<file path="config.mk">
export PLATFORM = sky130hd
export DESIGN_NAME = host_packet_link
export DESIGN_NICKNAME = d
export VERILOG_FILES = /design/src/verilog/host_link_pkg.sv /design/src/verilog/host_packet_link.sv /design/src/verilog/payload_mem.sv /design/src/verilog/skid_buffer.sv
export VERILOG_INCLUDE_DIRS = /design/src /design/src/verilog
export SDC_FILE = /design/constraint.sdc
export NUM_CORES = 1
export LEC_CHECK = 0
export BUFFER_PORTS_ARGS = -buffer_cell sky130_fd_sc_hd__buf_2
export CAP_MARGIN = 5
export CORE_UTILIZATION = 50
export CTS_BUF_LIST = sky130_fd_sc_hd__clkbuf_16
export DETAILED_ROUTE_END_ITERATION = 8
export GPL_TIMING_DRIVEN = 0
export PLACE_DENSITY = 0.66
export SYNTH_ARGS = -nofsm -noshare
export SYNTH_HDL_FRONTEND = slang
export SYNTH_SLANG_ARGS = --single-unit
</file>
<file path="constraint.sdc">
create_clock -name sys_clk_i -period 7.1 [get_ports sys_clk_i]
set_input_delay 1.065 -clock sys_clk_i [delete_from_list [all_inputs] [get_ports sys_clk_i]]
set_output_delay 1.065 -clock sys_clk_i [all_outputs]
set_load 0.005 [all_outputs]
</file>
<file path="src/verilog/host_link_defines.svh">
`ifndef HOST_LINK_DEFINES_SVH
`define HOST_LINK_DEFINES_SVH

// Clock and serial rates
`define CLK_HZ         200000000
`define BAUD_FAST      115200
`define BAUD_SLOW      19200
`define BAUD_DIV_FAST  (`CLK_HZ / `BAUD_FAST)
`define BAUD_DIV_SLOW  (`CLK_HZ / `BAUD_SLOW)

// Answer deadline, minus room for sending the answer itself
`define ANS_LIMIT_MS   250
`define ANS_MARGIN_MS  10
`define ANS_WAIT_CYC   ((`CLK_HZ / 1000) * (`ANS_LIMIT_MS - `ANS_MARGIN_MS))

// Packet layout
`define MAX_PAYLOAD    22
`define PING_MAX       16
`define RPT_MAX        4
`define CLS_CMD        2'h0
`define CLS_RESP       2'h1
`define CLS_RPT        2'h2
`define CLS_ERR        2'h3
`define CODE_PING      6'h00
`define CODE_BAUD      6'h21
`define RPT_ITEMS      3

// Reflected CRC-16, complemented on the wire
`define CRC_INIT       16'hFFFF
`define CRC_POLY       16'h8408

`endif

</file>
<file path="src/verilog/host_link_pkg.sv">
package host_link_pkg;
    typedef logic [7:0] byte_t;
    typedef enum logic [2:0] {
        R_TYPE, R_LEN, R_DATA, R_CRCL, R_CRCH
    } rx_state_t;
    typedef enum logic [2:0] {
        T_IDLE, T_TYPE, T_LEN, T_DATA, T_CRCL, T_CRCH
    } tx_state_t;
endpackage

</file>
<file path="src/verilog/host_packet_link.sv">
// Summary of operation
// - Serial link starts at 115200 baud, 8 data bits, no parity, one stop.
// - A dedicated command switches the link to 19200 baud.
// - Packets go type byte, length byte, payload, then two CRC bytes.
// - Type byte holds class in top two bits, code 0-63 below.
// - Class 00 marks host commands, class 01 marks normal responses.
// - Unsolicited reports use class 10.
// - Well formed packets with illegal content get a class 11 error.
// - Length byte counts payload bytes and lies between 0 and 22.
// - Exactly as many payload bytes as the length byte says are sent.
// - CRC-16 covers type, length and payload, sent low byte first.
// - CRC follows the last used payload byte, no padding.
// - Accepted command packets are answered within 250 ms, except those arriving while an answer or host command is pending; dropped packets get no answer.
// - Reports may be sent any time no rate change is pending, interleaved with acknowledges.
// - Key, fan and temperature reports go out when enabled and new.
// - Answer code equals the low six bits of the command code.
// - Ping answer echoes length and up to 16 payload bytes.
`timescale 1ns/1ps
`default_nettype none
`include "host_link_defines.svh"
module host_packet_link import host_link_pkg::*; #(
    parameter int unsigned DIV_FAST = `BAUD_DIV_FAST,
    parameter int unsigned DIV_SLOW = `BAUD_DIV_SLOW,
    parameter int unsigned ANS_WAIT = `ANS_WAIT_CYC
) (
    input  wire logic        sys_clk_i,
    input  wire logic        arst_n_i,
    input  wire logic        rx_i,
    output logic             tx_o,
    output logic             cmd_valid_o,
    output logic [5:0]       cmd_code_o,
    output logic [4:0]       cmd_len_o,
    input  wire logic        ans_valid_i,
    input  wire logic        ans_ok_i,
    input  wire logic [2:0]  rpt_en_i,
    input  wire logic        rpt_valid_i,
    output logic             rpt_ready_o,
    input  wire logic [5:0]  rpt_code_i,
    input  wire logic [2:0]  rpt_len_i,
    input  wire logic [31:0] rpt_data_i,
    output logic             baud_slow_o,
    output logic             rx_drop_o
);
    // One bit of the reflected CRC per loop pass
    function automatic logic [15:0] crc_step(input logic [15:0] c,
                                             input byte_t b);
        logic [15:0] r;
        r = c ^ {8'h00, b};
        for (int i = 0; i < 8; i++) begin
            r = r[0] ? ((r >> 1) ^ `CRC_POLY) : (r >> 1);
        end
        return r;
    endfunction

    logic [2:0]  rx_s_q;
    logic        rx_lvl_q, baud_slow_q, baud_pend_q, baud_new_q;
    logic [15:0] bit_div;
    logic        rxb_busy_q, rx_stb_q;
    logic [15:0] rxb_cnt_q;
    logic [3:0]  rxb_bit_q;
    byte_t       rxb_sh_q;
    rx_state_t   rx_st_q;
    byte_t       rx_type_q, rx_crcl_q, rx_d0_q;
    logic [4:0]  rx_len_q, rx_idx_q;
    logic [15:0] rx_crc_q;
    logic        pkt_ok_q, rx_drop_q;
    logic        resp_pend_q, resp_mem_q, cmd_valid_q;
    byte_t       resp_type_q;
    logic [4:0]  resp_len_q;
    logic [5:0]  cmd_code_q;
    logic [4:0]  cmd_len_q;
    logic [25:0] tmr_q;
    tx_state_t   tx_st_q;
    byte_t       tx_type_q, tx_byte, mem_rd;
    logic [4:0]  tx_len_q, tx_idx_q;
    logic [15:0] tx_crc_q;
    logic        tx_mem_q, utx_busy_q, utx_load, resp_take, rpt_take;
    logic [31:0] tx_word_q;
    logic [15:0] utx_cnt_q;
    logic [3:0]  utx_bit_q;
    logic [9:0]  utx_sh_q;
    logic        buf_valid, rpt_en_hit, rpt_push_ok, rpt_in_ready;
    logic [40:0] buf_data;

    assign bit_div     = baud_slow_q ? 16'(DIV_SLOW) : 16'(DIV_FAST);
    assign tx_o        = utx_sh_q[0];
    assign baud_slow_o = baud_slow_q;
    assign rx_drop_o   = rx_drop_q;
    assign cmd_valid_o = cmd_valid_q;
    assign cmd_code_o  = cmd_code_q;
    assign cmd_len_o   = cmd_len_q;

    // Pin synchroniser and agreement filter
    always_ff @(posedge sys_clk_i or negedge arst_n_i) begin
        if (!arst_n_i) begin
            rx_s_q   <= 3'h7;
            rx_lvl_q <= 1'b1;
        end else begin
            rx_s_q <= {rx_s_q[1:0], rx_i};
            if (rx_s_q[1] == rx_s_q[2]) begin
                rx_lvl_q <= rx_s_q[2];
            end
        end
    end

    // Receive bit timing, 8N1, sampled mid bit
    always_ff @(posedge sys_clk_i or negedge arst_n_i) begin
        if (!arst_n_i) begin
            rxb_busy_q <= 1'b0;
            rxb_cnt_q  <= 16'h0000;
            rxb_bit_q  <= 4'h0;
            rxb_sh_q   <= 8'h00;
            rx_stb_q   <= 1'b0;
        end else begin
            rx_stb_q <= 1'b0;
            if (!rxb_busy_q) begin
                if (!rx_lvl_q) begin
                    rxb_busy_q <= 1'b1;
                    rxb_cnt_q  <= bit_div >> 1;
                    rxb_bit_q  <= 4'h0;
                end
            end else if (rxb_cnt_q != 16'h0000) begin
                rxb_cnt_q <= rxb_cnt_q - 16'h0001;
            end else begin
                rxb_cnt_q <= bit_div - 16'h0001;
                rxb_bit_q <= rxb_bit_q + 4'h1;
                if (rxb_bit_q == 4'h0 && rx_lvl_q) begin
                    rxb_busy_q <= 1'b0;  // False start
                end else if (rxb_bit_q == 4'h9) begin
                    rxb_busy_q <= 1'b0;
                    rx_stb_q   <= rx_lvl_q;  // Stop bit must be high
                end else if (rxb_bit_q != 4'h0) begin
                    rxb_sh_q <= {rx_lvl_q, rxb_sh_q[7:1]};
                end
            end
        end
    end

    // Packet framer on the receive side
    always_ff @(posedge sys_clk_i or negedge arst_n_i) begin
        if (!arst_n_i) begin
            rx_st_q   <= R_TYPE;
            rx_type_q <= 8'h00;
            rx_len_q  <= 5'h00;
            rx_idx_q  <= 5'h00;
            rx_crc_q  <= `CRC_INIT;
            rx_crcl_q <= 8'h00;
            rx_d0_q   <= 8'h00;
            pkt_ok_q  <= 1'b0;
            rx_drop_q <= 1'b0;
        end else begin
            pkt_ok_q  <= 1'b0;
            rx_drop_q <= 1'b0;
            if (rx_stb_q) begin
                unique case (rx_st_q)
                    R_TYPE: begin
                        rx_type_q <= rxb_sh_q;
                        rx_crc_q  <= crc_step(`CRC_INIT, rxb_sh_q);
                        rx_st_q   <= R_LEN;
                    end
                    R_LEN: begin
                        rx_len_q <= rxb_sh_q[4:0];
                        rx_idx_q <= 5'h00;
                        rx_crc_q <= crc_step(rx_crc_q, rxb_sh_q);
                        if (rxb_sh_q > 8'(`MAX_PAYLOAD)) begin
                            rx_st_q   <= R_TYPE;
                            rx_drop_q <= 1'b1;
                        end else begin
                            rx_st_q <= (rxb_sh_q == 8'h00) ? R_CRCL : R_DATA;
                        end
                    end
                    R_DATA: begin
                        rx_crc_q <= crc_step(rx_crc_q, rxb_sh_q);
                        rx_idx_q <= rx_idx_q + 5'h01;
                        if (rx_idx_q == 5'h00) begin
                            rx_d0_q <= rxb_sh_q;
                        end
                        if (rx_idx_q == rx_len_q - 5'h01) begin
                            rx_st_q <= R_CRCL;
                        end
                    end
                    R_CRCL: begin
                        rx_crcl_q <= rxb_sh_q;
                        rx_st_q   <= R_CRCH;
                    end
                    R_CRCH: begin
                        rx_st_q <= R_TYPE;
                        if ({rxb_sh_q, rx_crcl_q} == ~rx_crc_q &&
                            rx_type_q[7:6] == `CLS_CMD) begin
                            pkt_ok_q <= 1'b1;
                        end else begin
                            rx_drop_q <= 1'b1;
                        end
                    end
                endcase
            end
        end
    end

    // Command dispatch, answer queue and deadline timer
    always_ff @(posedge sys_clk_i or negedge arst_n_i) begin
        if (!arst_n_i) begin
            resp_pend_q <= 1'b0;
            resp_mem_q  <= 1'b0;
            resp_type_q <= 8'h00;
            resp_len_q  <= 5'h00;
            cmd_valid_q <= 1'b0;
            cmd_code_q  <= 6'h00;
            cmd_len_q   <= 5'h00;
            tmr_q       <= 26'h0000000;
            baud_pend_q <= 1'b0;
            baud_new_q  <= 1'b0;
        end else begin
            if (resp_take) begin
                resp_pend_q <= 1'b0;
            end
            if (pkt_ok_q && !resp_pend_q && !cmd_valid_q) begin
                resp_mem_q <= 1'b0;
                resp_len_q <= 5'h00;
                if (rx_type_q[5:0] == `CODE_PING) begin
                    resp_pend_q <= 1'b1;
                    if (rx_len_q <= 5'(`PING_MAX)) begin
                        resp_type_q <= {`CLS_RESP, rx_type_q[5:0]};
                        resp_len_q  <= rx_len_q;
                        resp_mem_q  <= 1'b1;
                    end else begin
                        resp_type_q <= {`CLS_ERR, rx_type_q[5:0]};
                    end
                end else if (rx_type_q[5:0] == `CODE_BAUD) begin
                    resp_pend_q <= 1'b1;
                    if (rx_len_q == 5'h01 && rx_d0_q <= 8'h01) begin
                        resp_type_q <= {`CLS_RESP, rx_type_q[5:0]};
                        baud_pend_q <= 1'b1;
                        baud_new_q  <= rx_d0_q[0];
                    end else begin
                        resp_type_q <= {`CLS_ERR, rx_type_q[5:0]};
                    end
                end else begin
                    cmd_valid_q <= 1'b1;
                    cmd_code_q  <= rx_type_q[5:0];
                    cmd_len_q   <= rx_len_q;
                    tmr_q       <= 26'(ANS_WAIT - 1);
                end
            end else if (cmd_valid_q) begin
                if (ans_valid_i || tmr_q == 26'h0000000) begin
                    cmd_valid_q <= 1'b0;
                    resp_pend_q <= 1'b1;
                    resp_type_q <= {(ans_valid_i && ans_ok_i) ? `CLS_RESP
                                    : `CLS_ERR, cmd_code_q};
                end else begin
                    tmr_q <= tmr_q - 26'h0000001;
                end
            end
            if (baud_pend_q && !resp_pend_q && tx_st_q == T_IDLE &&
                !utx_busy_q) begin
                baud_pend_q <= 1'b0;
            end
        end
    end

    // Rate select, changed only once the acknowledge has left
    always_ff @(posedge sys_clk_i or negedge arst_n_i) begin
        if (!arst_n_i) begin
            baud_slow_q <= 1'b0;
        end else if (baud_pend_q && !resp_pend_q && tx_st_q == T_IDLE &&
                     !utx_busy_q) begin
            baud_slow_q <= baud_new_q;
        end
    end

    // Report intake, disabled items are swallowed
    assign rpt_en_hit  = (rpt_code_i < 6'(`RPT_ITEMS)) ?
                         rpt_en_i[rpt_code_i[1:0]] : 1'b1;
    assign rpt_push_ok = rpt_valid_i && rpt_en_hit &&
                         (rpt_len_i <= 3'(`RPT_MAX));
    assign rpt_ready_o = rpt_in_ready || !rpt_push_ok;

    skid_buffer #(.WIDTH(41), .DEPTH(2)) u_rpt_buf (
        .sys_clk_i   (sys_clk_i),
        .arst_n_i    (arst_n_i),
        .in_valid_i  (rpt_push_ok),
        .in_ready_o  (rpt_in_ready),
        .in_data_i   ({rpt_code_i, rpt_len_i, rpt_data_i}),
        .out_valid_o (buf_valid),
        .out_ready_i (rpt_take),
        .out_data_o  (buf_data)
    );

    payload_mem #(.DEPTH(`MAX_PAYLOAD), .AW(5)) u_payload (
        .sys_clk_i (sys_clk_i),
        .we_i      (rx_stb_q && rx_st_q == R_DATA),
        .waddr_i   (rx_idx_q),
        .wdata_i   (rxb_sh_q),
        .raddr_i   (tx_idx_q),
        .rdata_o   (mem_rd)
    );

    // Answers first, reports in the gaps between them
    assign resp_take = (tx_st_q == T_IDLE) && resp_pend_q && !baud_pend_q
                       || (tx_st_q == T_IDLE) && resp_pend_q && baud_pend_q;
    assign rpt_take  = (tx_st_q == T_IDLE) && !resp_pend_q && buf_valid &&
                       !baud_pend_q;
    assign utx_load  = !utx_busy_q && tx_st_q != T_IDLE;

    // Byte presented to the transmitter
    always_comb begin
        tx_byte = 8'h00;
        unique case (tx_st_q)
            T_IDLE: tx_byte = 8'h00;
            T_TYPE: tx_byte = tx_type_q;
            T_LEN:  tx_byte = {3'h0, tx_len_q};
            T_DATA: tx_byte = tx_mem_q ? mem_rd : tx_word_q[8*tx_idx_q[1:0] +: 8];
            T_CRCL: tx_byte = ~tx_crc_q[7:0];
            T_CRCH: tx_byte = ~tx_crc_q[15:8];
        endcase
    end

    // Packet framer on the transmit side
    always_ff @(posedge sys_clk_i or negedge arst_n_i) begin
        if (!arst_n_i) begin
            tx_st_q   <= T_IDLE;
            tx_type_q <= 8'h00;
            tx_len_q  <= 5'h00;
            tx_idx_q  <= 5'h00;
            tx_crc_q  <= `CRC_INIT;
            tx_mem_q  <= 1'b0;
            tx_word_q <= 32'h00000000;
        end else if (resp_take) begin
            tx_st_q   <= T_TYPE;
            tx_type_q <= resp_type_q;
            tx_len_q  <= resp_len_q;
            tx_mem_q  <= resp_mem_q;
            tx_idx_q  <= 5'h00;
            tx_crc_q  <= `CRC_INIT;
        end else if (rpt_take) begin
            tx_st_q   <= T_TYPE;
            tx_type_q <= {`CLS_RPT, buf_data[40:35]};
            tx_len_q  <= {2'h0, buf_data[34:32]};
            tx_word_q <= buf_data[31:0];
            tx_mem_q  <= 1'b0;
            tx_idx_q  <= 5'h00;
            tx_crc_q  <= `CRC_INIT;
        end else if (utx_load) begin
            unique case (tx_st_q)
                T_TYPE: begin
                    tx_crc_q <= crc_step(tx_crc_q, tx_byte);
                    tx_st_q  <= T_LEN;
                end
                T_LEN: begin
                    tx_crc_q <= crc_step(tx_crc_q, tx_byte);
                    tx_st_q  <= (tx_len_q == 5'h00) ? T_CRCL : T_DATA;
                end
                T_DATA: begin
                    tx_crc_q <= crc_step(tx_crc_q, tx_byte);
                    tx_idx_q <= tx_idx_q + 5'h01;
                    if (tx_idx_q == tx_len_q - 5'h01) begin
                        tx_st_q <= T_CRCL;
                    end
                end
                T_CRCL: tx_st_q <= T_CRCH;
                T_CRCH: tx_st_q <= T_IDLE;
                T_IDLE: tx_st_q <= T_IDLE;
            endcase
        end
    end

    // Transmit bit timing: start, eight bits LSB first, stop
    always_ff @(posedge sys_clk_i or negedge arst_n_i) begin
        if (!arst_n_i) begin
            utx_busy_q <= 1'b0;
            utx_cnt_q  <= 16'h0000;
            utx_bit_q  <= 4'h0;
            utx_sh_q   <= 10'h3FF;
        end else if (utx_load) begin
            utx_busy_q <= 1'b1;
            utx_cnt_q  <= bit_div - 16'h0001;
            utx_bit_q  <= 4'h0;
            utx_sh_q   <= {1'b1, tx_byte, 1'b0};
        end else if (utx_busy_q) begin
            if (utx_cnt_q != 16'h0000) begin
                utx_cnt_q <= utx_cnt_q - 16'h0001;
            end else begin
                utx_cnt_q <= bit_div - 16'h0001;
                utx_bit_q <= utx_bit_q + 4'h1;
                utx_sh_q  <= {1'b1, utx_sh_q[9:1]};
                if (utx_bit_q == 4'h9) begin
                    utx_busy_q <= 1'b0;
                end
            end
        end
    end
endmodule // host_packet_link
`default_nettype wire

</file>
<file path="src/verilog/payload_mem.sv">
`timescale 1ns/1ps
`default_nettype none
module payload_mem #(
    parameter int unsigned DEPTH = 22,
    parameter int unsigned AW    = 5
) (
    input  wire logic          sys_clk_i,
    input  wire logic          we_i,
    input  wire logic [AW-1:0] waddr_i,
    input  wire logic [7:0]    wdata_i,
    input  wire logic [AW-1:0] raddr_i,
    output logic      [7:0]    rdata_o
);
    logic [7:0] mem_q [DEPTH];

    // Write port
    always_ff @(posedge sys_clk_i) begin
        if (we_i && (32'(waddr_i) < DEPTH)) begin
            mem_q[waddr_i] <= wdata_i;
        end
    end

    // Registered read port
    always_ff @(posedge sys_clk_i) begin
        rdata_o <= (32'(raddr_i) < DEPTH) ? mem_q[raddr_i] : 8'h00;
    end
endmodule // payload_mem
`default_nettype wire

</file>
<file path="src/verilog/skid_buffer.sv">
`timescale 1ns/1ps
`default_nettype none
module skid_buffer #(
    parameter int unsigned WIDTH = 41,
    parameter int unsigned DEPTH = 2
) (
    input  wire logic             sys_clk_i,
    input  wire logic             arst_n_i,
    input  wire logic             in_valid_i,
    output logic                  in_ready_o,
    input  wire logic [WIDTH-1:0] in_data_i,
    output logic                  out_valid_o,
    input  wire logic             out_ready_i,
    output logic      [WIDTH-1:0] out_data_o
);
    localparam int unsigned PW = (DEPTH > 1) ? $clog2(DEPTH) : 1;
    logic [WIDTH-1:0] slot_q [DEPTH];
    logic [PW-1:0]    wr_q, rd_q;
    logic [PW:0]      cnt_q;
    logic             push, pop;

    assign in_ready_o  = (32'(cnt_q) < DEPTH);
    assign out_valid_o = (cnt_q != '0);
    assign push        = in_valid_i && in_ready_o;
    assign pop         = out_valid_o && out_ready_i;
    assign out_data_o  = slot_q[rd_q];

    // Storage
    always_ff @(posedge sys_clk_i) begin
        if (push) begin
            slot_q[wr_q] <= in_data_i;
        end
    end

    // Pointers and fill count
    always_ff @(posedge sys_clk_i or negedge arst_n_i) begin
        if (!arst_n_i) begin
            wr_q  <= '0;
            rd_q  <= '0;
            cnt_q <= '0;
        end else begin
            if (push) begin
                wr_q <= (32'(wr_q) == DEPTH - 1) ? '0 : wr_q + 1'b1;
            end
            if (pop) begin
                rd_q <= (32'(rd_q) == DEPTH - 1) ? '0 : rd_q + 1'b1;
            end
            cnt_q <= cnt_q + (PW+1)'(push) - (PW+1)'(pop);
        end
    end
endmodule // skid_buffer
`default_nettype wire

</file>
==> results of run 1 <==
power by group:
group / switching, mW / internal [mW] / total, mW / leakage [nW]
sequential: 0.0347 / 3.21 / 3.24 / 5.12
clock: 1.16 / 1.73 / 2.89 / 0.944
combinational: 0.130 / 0.0692 / 0.199 / 3.48
sequential cells by signal, indices dropped and copies added, names as in the netlist, 16 cells and up:
| name | cells |
|---|---|
| u_rpt_buf.slot_q | 82 |
| rxb_cnt_q | 16 |
| rx_crc_q | 16 |
| tx_word_q | 32 |
| tmr_q | 26 |
| utx_cnt_q | 16 |
| u_payload.mem_q | 176 |
| tx_crc_q | 16 |
worst max-delay path, stage by stage, from the launching register on:
cell      delay (ns)
dfrtp_1         0.39
buf_2           0.19
buf_2           0.20
or3_1           0.31
clkbuf_1        0.22
nor3_1          0.55
clkbuf_1        0.47
clkbuf_1        0.44
ha_1            0.32
inv_1           0.06
ha_1            0.15
xnor2_1         0.13
xnor2_1         0.13
path summary, 6_finish.rpt:
| check | start | to | slack [ns] | depth (start not counted) |
|---|---|---|---|---|
| min | arst_n_i | tx_word_q[20]$_DFFE_PN0P_ | 0.30 | 1 |
| min in group sys_clk_i | rx_s_q[0]$_DFF_PN1_ | rx_s_q[1]$_DFF_PN1_ | 0.36 | 0 |
| min reg2reg | rx_s_q[0]$_DFF_PN1_ | rx_s_q[1]$_DFF_PN1_ | 0.36 | 0 |
| max reg2reg | tx_st_q[2]$_DFFE_PN0P_ | u_rpt_buf.cnt_q[1]$_DFF_PN0_ | 3.47 | 12 |
| max | tx_st_q[2]$_DFFE_PN0P_ | u_rpt_buf.cnt_q[1]$_DFF_PN0_ | 3.47 | 12 |
| max in group asynchronous | arst_n_i | rx_idx_q[4]$_DFFE_PN0P_ | 5.92 | 2 |
layout make-up:
class	count	area [µm²]	area share, %
repair buffers	78	500	1.92
clock buffers	55	1380	5.29
clock inverters	46	454	1.75
well taps	600	751	2.89
plain buffers	98	422	1.62
multi-input cells	1134	8150	31.3
flip-flops and latches	515	14200	54.6
inverters	45	169	0.649
layer usage:
layer	share of wire [%]	routed length (µm)
met1	45	23600
met3	4.9	2600
met2	48	25200
met5	0	0
met4	2.3	1230
stage by stage:
step	instances	setup slack (ns)	instance area, µm²	hold slack, ns	util, %
after floorplan	1792	2.31	22900	0.345	-
after global placement	2457	0.203	24000	0.347	53.0
after detailed placement	2468	3.53	24200	0.351	53.4
after CTS	2569	3.50	26000	0.273	57.4
after global routing	2571	3.24	26000	0.283	57.5
final	2571	3.47	26000	0.298	57.5
synthesized netlist by cell type (all sizes together), types with 5 or more instances:
cell    number
and2         7
nand2b      21
o21ai       92
a21oi       98
or3          8
mux2i       43
buf         26
or2          5
xnor2       72
dfrtp      204
nand2      165
clkbuf      72
or4         13
dfxtp        8
and3        15
nand4       14
nor2       140
nor2b       10
nor3        44
a22oi       30
o22ai       18
nand3       31
nor4        17
dfstp       45
xor2        46
nor3b        7
inv         43
edfxtp     258
mux4        55
a31oi       23
a211oi      12
o31ai        9
ha          22
mux2        48
a221o        6
a22o         7
nand3b      12
logic make-up after synthesis:
family	count (synthesis)
buf+inv	143
flops	515
fa+ha+maj	23
compound gates	324
mux	146
simple gates	519
xor+xnor	122
==> results.cfg, run 1 <==
[layout]
final_cell_mix = edfxtp_1 (258), dfrtp_1 (204), nand2_1 (165)
fillCellCount = 3644
nNetsFinal = 1998
drive_gt1_share_pct = 18.1
layout_commonest_cell = edfxtp_1
diodes = 0
areaGrowthSynthToFinish_pct = 13.6

[logic_synthesis]
synth_ff_type = edfxtp_1
synth.ff_latch_count = 515
yosys_warnings = 0
synth-simple-area-share_pct = 11.0
syn_inst = 1792
synth_area_um2 = 22900
synth_xor_area_share_pct = 4.91
synth_fp_nets = 1864
netlist.area_leader.share_pct = 33.8
synth_area_leader_cell = edfxtp_1
synth_compound_area_share_pct = 8.59
synth_top_family_by_area = simple AND/OR/NAND/NOR gates
synth.mux.area_fraction_pct = 9.66
synth_edf_count = 258
ys_top_cells_by_area = edfxtp_1 (34%), dfrtp_1 (22%), mux4_2 (5.4%), dfstp_2 (5.2%), xnor2_1 (2.8%)
synthAdderAreaFrac_pct = 1.25
synthDistinctLibCells = 80
ys_seq_area_share_pct = 62.0
async_flop_share_pct = 48.3
syn_avg_cell_area_um2 = 12.8

[floorplan]
dieArea_um2 = 46700
dieWidth_um = 216
start_util_pct = 50.6
pin_count = 66
core_area_um2 = 45300
rows = 78
chipHeight_um = 216

[timing]
period_needed_ns = 3.63
rsz0062_at_grt = false
slew_viol_final = 0
fin_crit_sh_pct = 51.1
skew_ns = 0.0102
worst_pin_slew_ns = 1.37
slew_headroom_pct = 7.63
setup_viol = 0
hold_viol_final = 0
fmax_mhz = 275
tns_ns = 0

[setup_path]
cp-start-kind = register
setup.worst_path.end_class = register
path_class = register to register
required_ns = 7.62
worst-endpoint-arrival_ns = 4.15
critPathMaxFanout = 10

[clock_network]
cts_buffer_depth = 3
htreeDepth = 2
cts_setup_buffers = 0
cts_hold_buf = 0
cts.clk_slew.worst_paths_ns = 0.06
cts-root-buf = clkbuf_16
cts.sinks = 515
clkLatencyLatePin_ns = 0.60
cts_tree = built
cts_buffers = 54
postCtsResizedCells = 0

[pwr]
cellLeakagePower_nw = 9.54
power_per_cell_area_nw_per_um2 = 244
ir_worst_vdd_uv = 202
p_total_mw = 6.34

[job]
maxCapViolCount = 0

[global_routing]
grt_pass1_wl_um = 83500
top_usage_layer = met2
met3_usage_pct = 3.66
met1_usage_pct = 32.1
met2_usage_pct = 37.3
grt_max_degree = 121
grt_antenna_before_repair = 0
grt_pass1_vias = 14800
track_usage_pct = 22.9
grt-ovfl-total = 0

[detailed_routing]
detail_route.vias_per_cell = 5.77
first_iter_violations = 1284
drc = 0
vias = 14800
drtPass1Iterations = 7
wl_per_cell_um = 20.5
wl_um = 52600
route.antenna.remaining_nets = 0

[min_path]
hold_class = input pin to async pin

[place]
io_buffers = 65
hpwl_um = 36200
place_congestion = 0.886

[status]
status = complete, no violations
No activity file was read; power rests on OpenSTA's default activity.
==> inputs of run 2 (changes only) <==
PLACE_DENSITY = 0.69   (was 0.66)
clock period = 3.04 ns   (was 7.1 ns; I/O delays follow)
==> run 2 against run 1 <==
  * Cell count is essentially flat
  * Sequential power grew 130%
  * Design area is essentially flat
  * Via count grew 0.15%
  * Die area is the same
  * First-iteration DRC count shrank 11%
  * Clock power grew 130%
  * Total power grew 130%
  * Utilization is essentially flat
  * Flip-flop and latch count is the same
  * Critical endpoint unchanged
  * Largest cell class unchanged
==> results.cfg, run 2 (synthesis results as in run 1) <==
[status]
status = complete, no violations

[clock_network]
cts.sinks = 515
cts_buffers = 53
htreeDepth = 2
clkLatencyLatePin_ns = 0.62
cts_buffer_depth = 3
cts_tree = built
cts.clk_slew.worst_paths_ns = 0.06
cts-root-buf = clkbuf_16

[pwr]
power.share.combinational_pct = 3.2
p_total_mw = 14.6
sw_frac_of_total_pct = 21.9
ir_worst_vdd_uv = 506
pwr-share-clk_pct = 45.0
switchingPower_mw = 3.20
power_per_cell_area_nw_per_um2 = 562
seqPwrFrac_pct = 51.8
intPower_mw = 11.4
cellLeakagePower_nw = 9.50

[layout]
final_cell_area_um2 = 26000
final_cell_mix = edfxtp_1 (258), dfrtp_1 (203), nand2_1 (165)
areaGrowthSynthToFinish_pct = 13.6
top_register = u_payload.mem_q
largest_reg_flops = 176
fillCellCount = 3636
layout_commonest_cell = edfxtp_1
drive_gt1_share_pct = 18.5
nNetsFinal = 1997
diodes = 0
top_regs = u_payload.mem_q (176), u_rpt_buf.slot_q (82), tx_word_q (32)

[detailed_routing]
route.antenna.remaining_nets = 0
drc = 0
wl_um = 52000
drtPass1Iterations = 7
wl_per_cell_um = 20.2
first_iter_violations = 1140
detail_route.vias_per_cell = 5.78
vias = 14800

[place]
dpl_cell_area_um2 = 24200
hpwl_um = 35400
io_buffers = 65
place_congestion = 0.907

[timing]
hold_slack_ns = 0.0249
setup_viol = 0
rsz0062_at_grt = true
skew_ns = 0.0220
period_needed_ns = 2.92
fmax_mhz = 342
tns_ns = 0
slew_headroom_pct = 20.6
worst_pin_slew_ns = 1.18
slew_viol_final = 0
fin_crit_sh_pct = 96.1
hold_viol_final = 0

[setup_path]
startpoint = tx_st_q[2]$_DFFE_PN0P_
r2r_start = tx_st_q[2]$_DFFE_PN0P_
worst-endpoint-arrival_ns = 3.46
setup.worst_path.end_class = register
reg2reg_depth = 11
critPathMaxFanout = 10
required_ns = 3.58
path_class = register to register
cp-start-kind = register
timing.rr.end = u_rpt_buf.cnt_q[1]$_DFF_PN0_
rrSetupSlack_ns = 0.12

[global_routing]
top_usage_layer = met2
grt_pass1_vias = 15100
met1_usage_pct = 31.2
met3_usage_pct = 3.07
grt_antenna_before_repair = 0
grt-ovfl-total = 0
track_usage_pct = 23.0
met2_usage_pct = 37.9
grt_pass1_wl_um = 83800
grt_max_degree = 107

[min_path]
worstHoldPathCells = 1
worstHoldEndpoint = u_rpt_buf.slot_q[1][29]$_DFFE_PP_
min_from = rpt_data_i[29]
hold_class = input pin to register

[floorplan]
dieWidth_um = 216
dieArea_um2 = 46700
core_area_um2 = 45300
rows = 78
chipHeight_um = 216
start_util_pct = 50.6
pin_count = 66

[job]
maxCapViolCount = 0
## run 2: what timing repair did
action / 4_1_cts / 5_1_grt
hold buffers: 3 / 0
buffers inserted: 0 / 1
gates cloned: 0 / 0
resized for setup: 7 / 4
pin swaps: 0 / 1
endpoints found under the hold margin: 43 / 0
endpoints found under the setup margin: 16 / 28
## run 2: metrics by stage
stage          setup WS, ns  std cells  utilization (%)
2_1_floorplan         0.106       1792                -
3_5_place_dp         -0.661       2466             53.4
6_report              0.118       2570             57.5
4_1_cts              0.0144       2569             57.4
3_3_place_gp          -3.02       2457             53.0
5_1_grt             -0.0155       2570             57.5
## run 2: worst max path at each step
stage	end	cells past startpoint
after detailed placement	u_rpt_buf.cnt_q[1]$_DFF_PN0_	12
after global routing	u_payload.mem_q[3][2]$_DFFE_PP_	7
final	u_rpt_buf.cnt_q[1]$_DFF_PN0_	11
after floorplan	u_rpt_buf.slot_q[0][0]$_DFFE_PP_	4
after global placement	tx_word_q[14]$_DFFE_PN0P_	1
after CTS	u_rpt_buf.cnt_q[1]$_DFF_PN0_	12
## run 2: power groups by stage
stage	clock network, mW	logic, mW	registers, mW
after floorplan	0	0.218	7.69
after global placement	0	0.410	7.71
after detailed placement	0	0.466	7.71
after CTS	6.70	0.479	7.57
after global routing	6.94	0.520	7.59
final	6.58	0.471	7.57
## run 2: final cells by class
class / instances / area, µm² / share of cell area (%)
Clock inverter: 46 / 427 / 1.64
Buffer: 97 / 427 / 1.64
Tap cell: 600 / 751 / 2.88
Multi-Input combinational cell: 1134 / 8180 / 31.4
Sequential cell: 515 / 14200 / 54.6
Clock buffer: 54 / 1350 / 5.19
Inverter: 45 / 169 / 0.649
Timing Repair Buffer: 79 / 526 / 2.02
## run 2: worst max-delay path, cell delays in order (launching register included)
cell	delay [ns]
dfrtp_1	0.41
buf_2	0.20
buf_2	0.21
or3_1	0.49
nor3_4	0.25
clkbuf_4	0.27
clkbuf_4	0.25
ha_1	0.26
inv_1	0.06
ha_1	0.15
xnor2_1	0.15
xnor2_1	0.15
## run 2: metal layers
metal / share of wire (%) / routed length, µm / vias up
li1: - / - / 6856
met1: 44 / 22700 / 7489
met2: 49 / 25400 / 395
met3: 4.5 / 2320 / 108
met4: 3.1 / 1610 / 0
met5: 0 / 0 / -
==> inputs of run 3 (changes only) <==
MAX_ROUTING_LAYER = met4   (was not set)
==> run 3 against run 2 <==
  * Routed wire length about the same
  * Worst setup slack worse by 0.018 ns
  * Utilization unchanged
  * Sequential power about the same
  * Flip-flop and latch count unchanged
  * Die area unchanged
  * Combinational power about the same
  * Cell count unchanged
  * Critical path depth unchanged
  * Design area unchanged
  * Clock skew about the same
  * Non-clock buffer count unchanged
  * Critical endpoint unchanged
  * Highest routed layer unchanged
==> results.cfg, run 3 (synthesis results as in run 1) <==
[clock_network]
cts_tree = built
cts.clk_slew.worst_paths_ns = 0.06
clkLatencyLatePin_ns = 0.62
htreeDepth = 2
cts_buffers = 53
cts.sinks = 515
cts-root-buf = clkbuf_16
cts_buffer_depth = 3

[detailed_routing]
detail_route.vias_per_cell = 5.77
wl_um = 52000
drtPass1Iterations = 6
route.antenna.remaining_nets = 0
vias = 14800
wl_per_cell_um = 20.2
drc = 0
first_iter_violations = 1258

[timing]
rsz0062_at_grt = true
fmax_mhz = 340
fin_crit_sh_pct = 96.7
hold_viol_final = 0
setup_viol = 0
worst_pin_slew_ns = 1.18
skew_ns = 0.0224
slew_headroom_pct = 20.7
hold_slack_ns = 0.0249
slew_viol_final = 0
period_needed_ns = 2.94

[layout]
top_register = u_payload.mem_q
layout_commonest_cell = edfxtp_1
final_cell_area_um2 = 26000
nNetsFinal = 1997
diodes = 0
areaGrowthSynthToFinish_pct = 13.6
top_regs = u_payload.mem_q (176), u_rpt_buf.slot_q (82), tx_word_q (32)
final_cell_mix = edfxtp_1 (258), dfrtp_1 (203), nand2_1 (165)
largest_reg_flops = 176
drive_gt1_share_pct = 18.5

[floorplan]
dieWidth_um = 216
chipHeight_um = 216
start_util_pct = 50.6
dieArea_um2 = 46700
pin_count = 66
core_area_um2 = 45300
rows = 78

[place]
place_congestion = 0.923
io_buffers = 65
hpwl_um = 35400
dpl_cell_area_um2 = 24200

[global_routing]
grt_antenna_before_repair = 0
grt-ovfl-total = 0
grt_pass1_vias = 15100
grt_pass1_wl_um = 83800
track_usage_pct = 23.7
grt_max_degree = 107

[setup_path]
setup.worst_path.end_class = register
worst-endpoint-arrival_ns = 3.48
critPathMaxFanout = 10
reg2reg_depth = 11
cp-start-kind = register
required_ns = 3.58
path_class = register to register

[status]
status = complete, no violations

[min_path]
hold_class = input pin to register
worstHoldPathCells = 1

[pwr]
power_per_cell_area_nw_per_um2 = 562
cellLeakagePower_nw = 9.50
ir_worst_vdd_uv = 505

[job]
maxCapViolCount = 0
## run 3: power breakdown
group	leakage (nW)	switching [mW]	internal [mW]
clock	0.871	2.81	3.77
combinational	3.51	0.307	0.163
sequential	5.12	0.0813	7.49
total	9.50	3.20	11.4
## run 3: per-layer routing
metal / up-vias / GRT usage (%) / share of wire (%)
li1: 6859 / - / -
met1: 7464 / 31.3 / 44
met3: 99 / 2.82 / 4.5
met4: 0 / 8.22 / 2.9
met2: 414 / 38.0 / 49
met5: - / - / 0
## run 3: metrics by stage
step | power [mW] | TNS, ns | std cells | utilization [%] | setup WS (ns)
5_1_grt | 15.0 | -0.0540 | 2570 | 57.5 | -0.0156
3_3_place_gp | 8.12 | -762.20 | 2457 | 53.0 | -3.02
6_report | 14.6 | 0 | 2570 | 57.5 | 0.0999
3_5_place_dp | 8.18 | -1.36 | 2466 | 53.4 | -0.661
4_1_cts | 14.7 | 0 | 2569 | 57.4 | 0.0144
2_1_floorplan | 7.91 | 0 | 1792 | - | 0.106
## run 3: cell type report
type	count	area, µm²
inverters	45	169
multi-input cells	1134	8180
repair buffers	79	526
well taps	600	751
plain buffers	97	427
clock inverters	46	427
flip-flops and latches	515	14200
fillers	3636	19300
clock buffers	54	1350
## run 3: path summary, 6_finish.rpt
kind	end	start	slack [ns]
max	u_rpt_buf.cnt_q[1]$_DFF_PN0_	tx_st_q[2]$_DFFE_PN0P_	0.1
min	u_rpt_buf.slot_q[1][29]$_DFFE_PP_	rpt_data_i[29]	0.02
max reg2reg	u_rpt_buf.cnt_q[1]$_DFF_PN0_	tx_st_q[2]$_DFFE_PN0P_	0.1
min reg2reg	rx_s_q[1]$_DFF_PN1_	rx_s_q[0]$_DFF_PN1_	0.35
max in group asynchronous	rxb_sh_q[4]$_DFFE_PN0P_	arst_n_i	1.84
min in group asynchronous	rxb_cnt_q[15]$_DFFE_PN0P_	arst_n_i	0.35
## run 3: worst max-delay path: stages (launching register included)
cell	delay, ns
dfrtp_1	0.40
buf_2	0.19
buf_2	0.22
or3_1	0.50
nor3_4	0.25
clkbuf_4	0.27
clkbuf_4	0.25
ha_1	0.25
inv_1	0.06
ha_1	0.16
xnor2_1	0.15
xnor2_1	0.16
## run 3: timing repair
item | 4_1_cts | 5_1_grt
endpoints found under the setup margin | 16 | 28
buffers inserted | 0 | 1
hold endpoints to repair | 43 | 0
gates resized for setup | 7 | 4
pin swaps | 0 | 1
hold buffers | 3 | 0
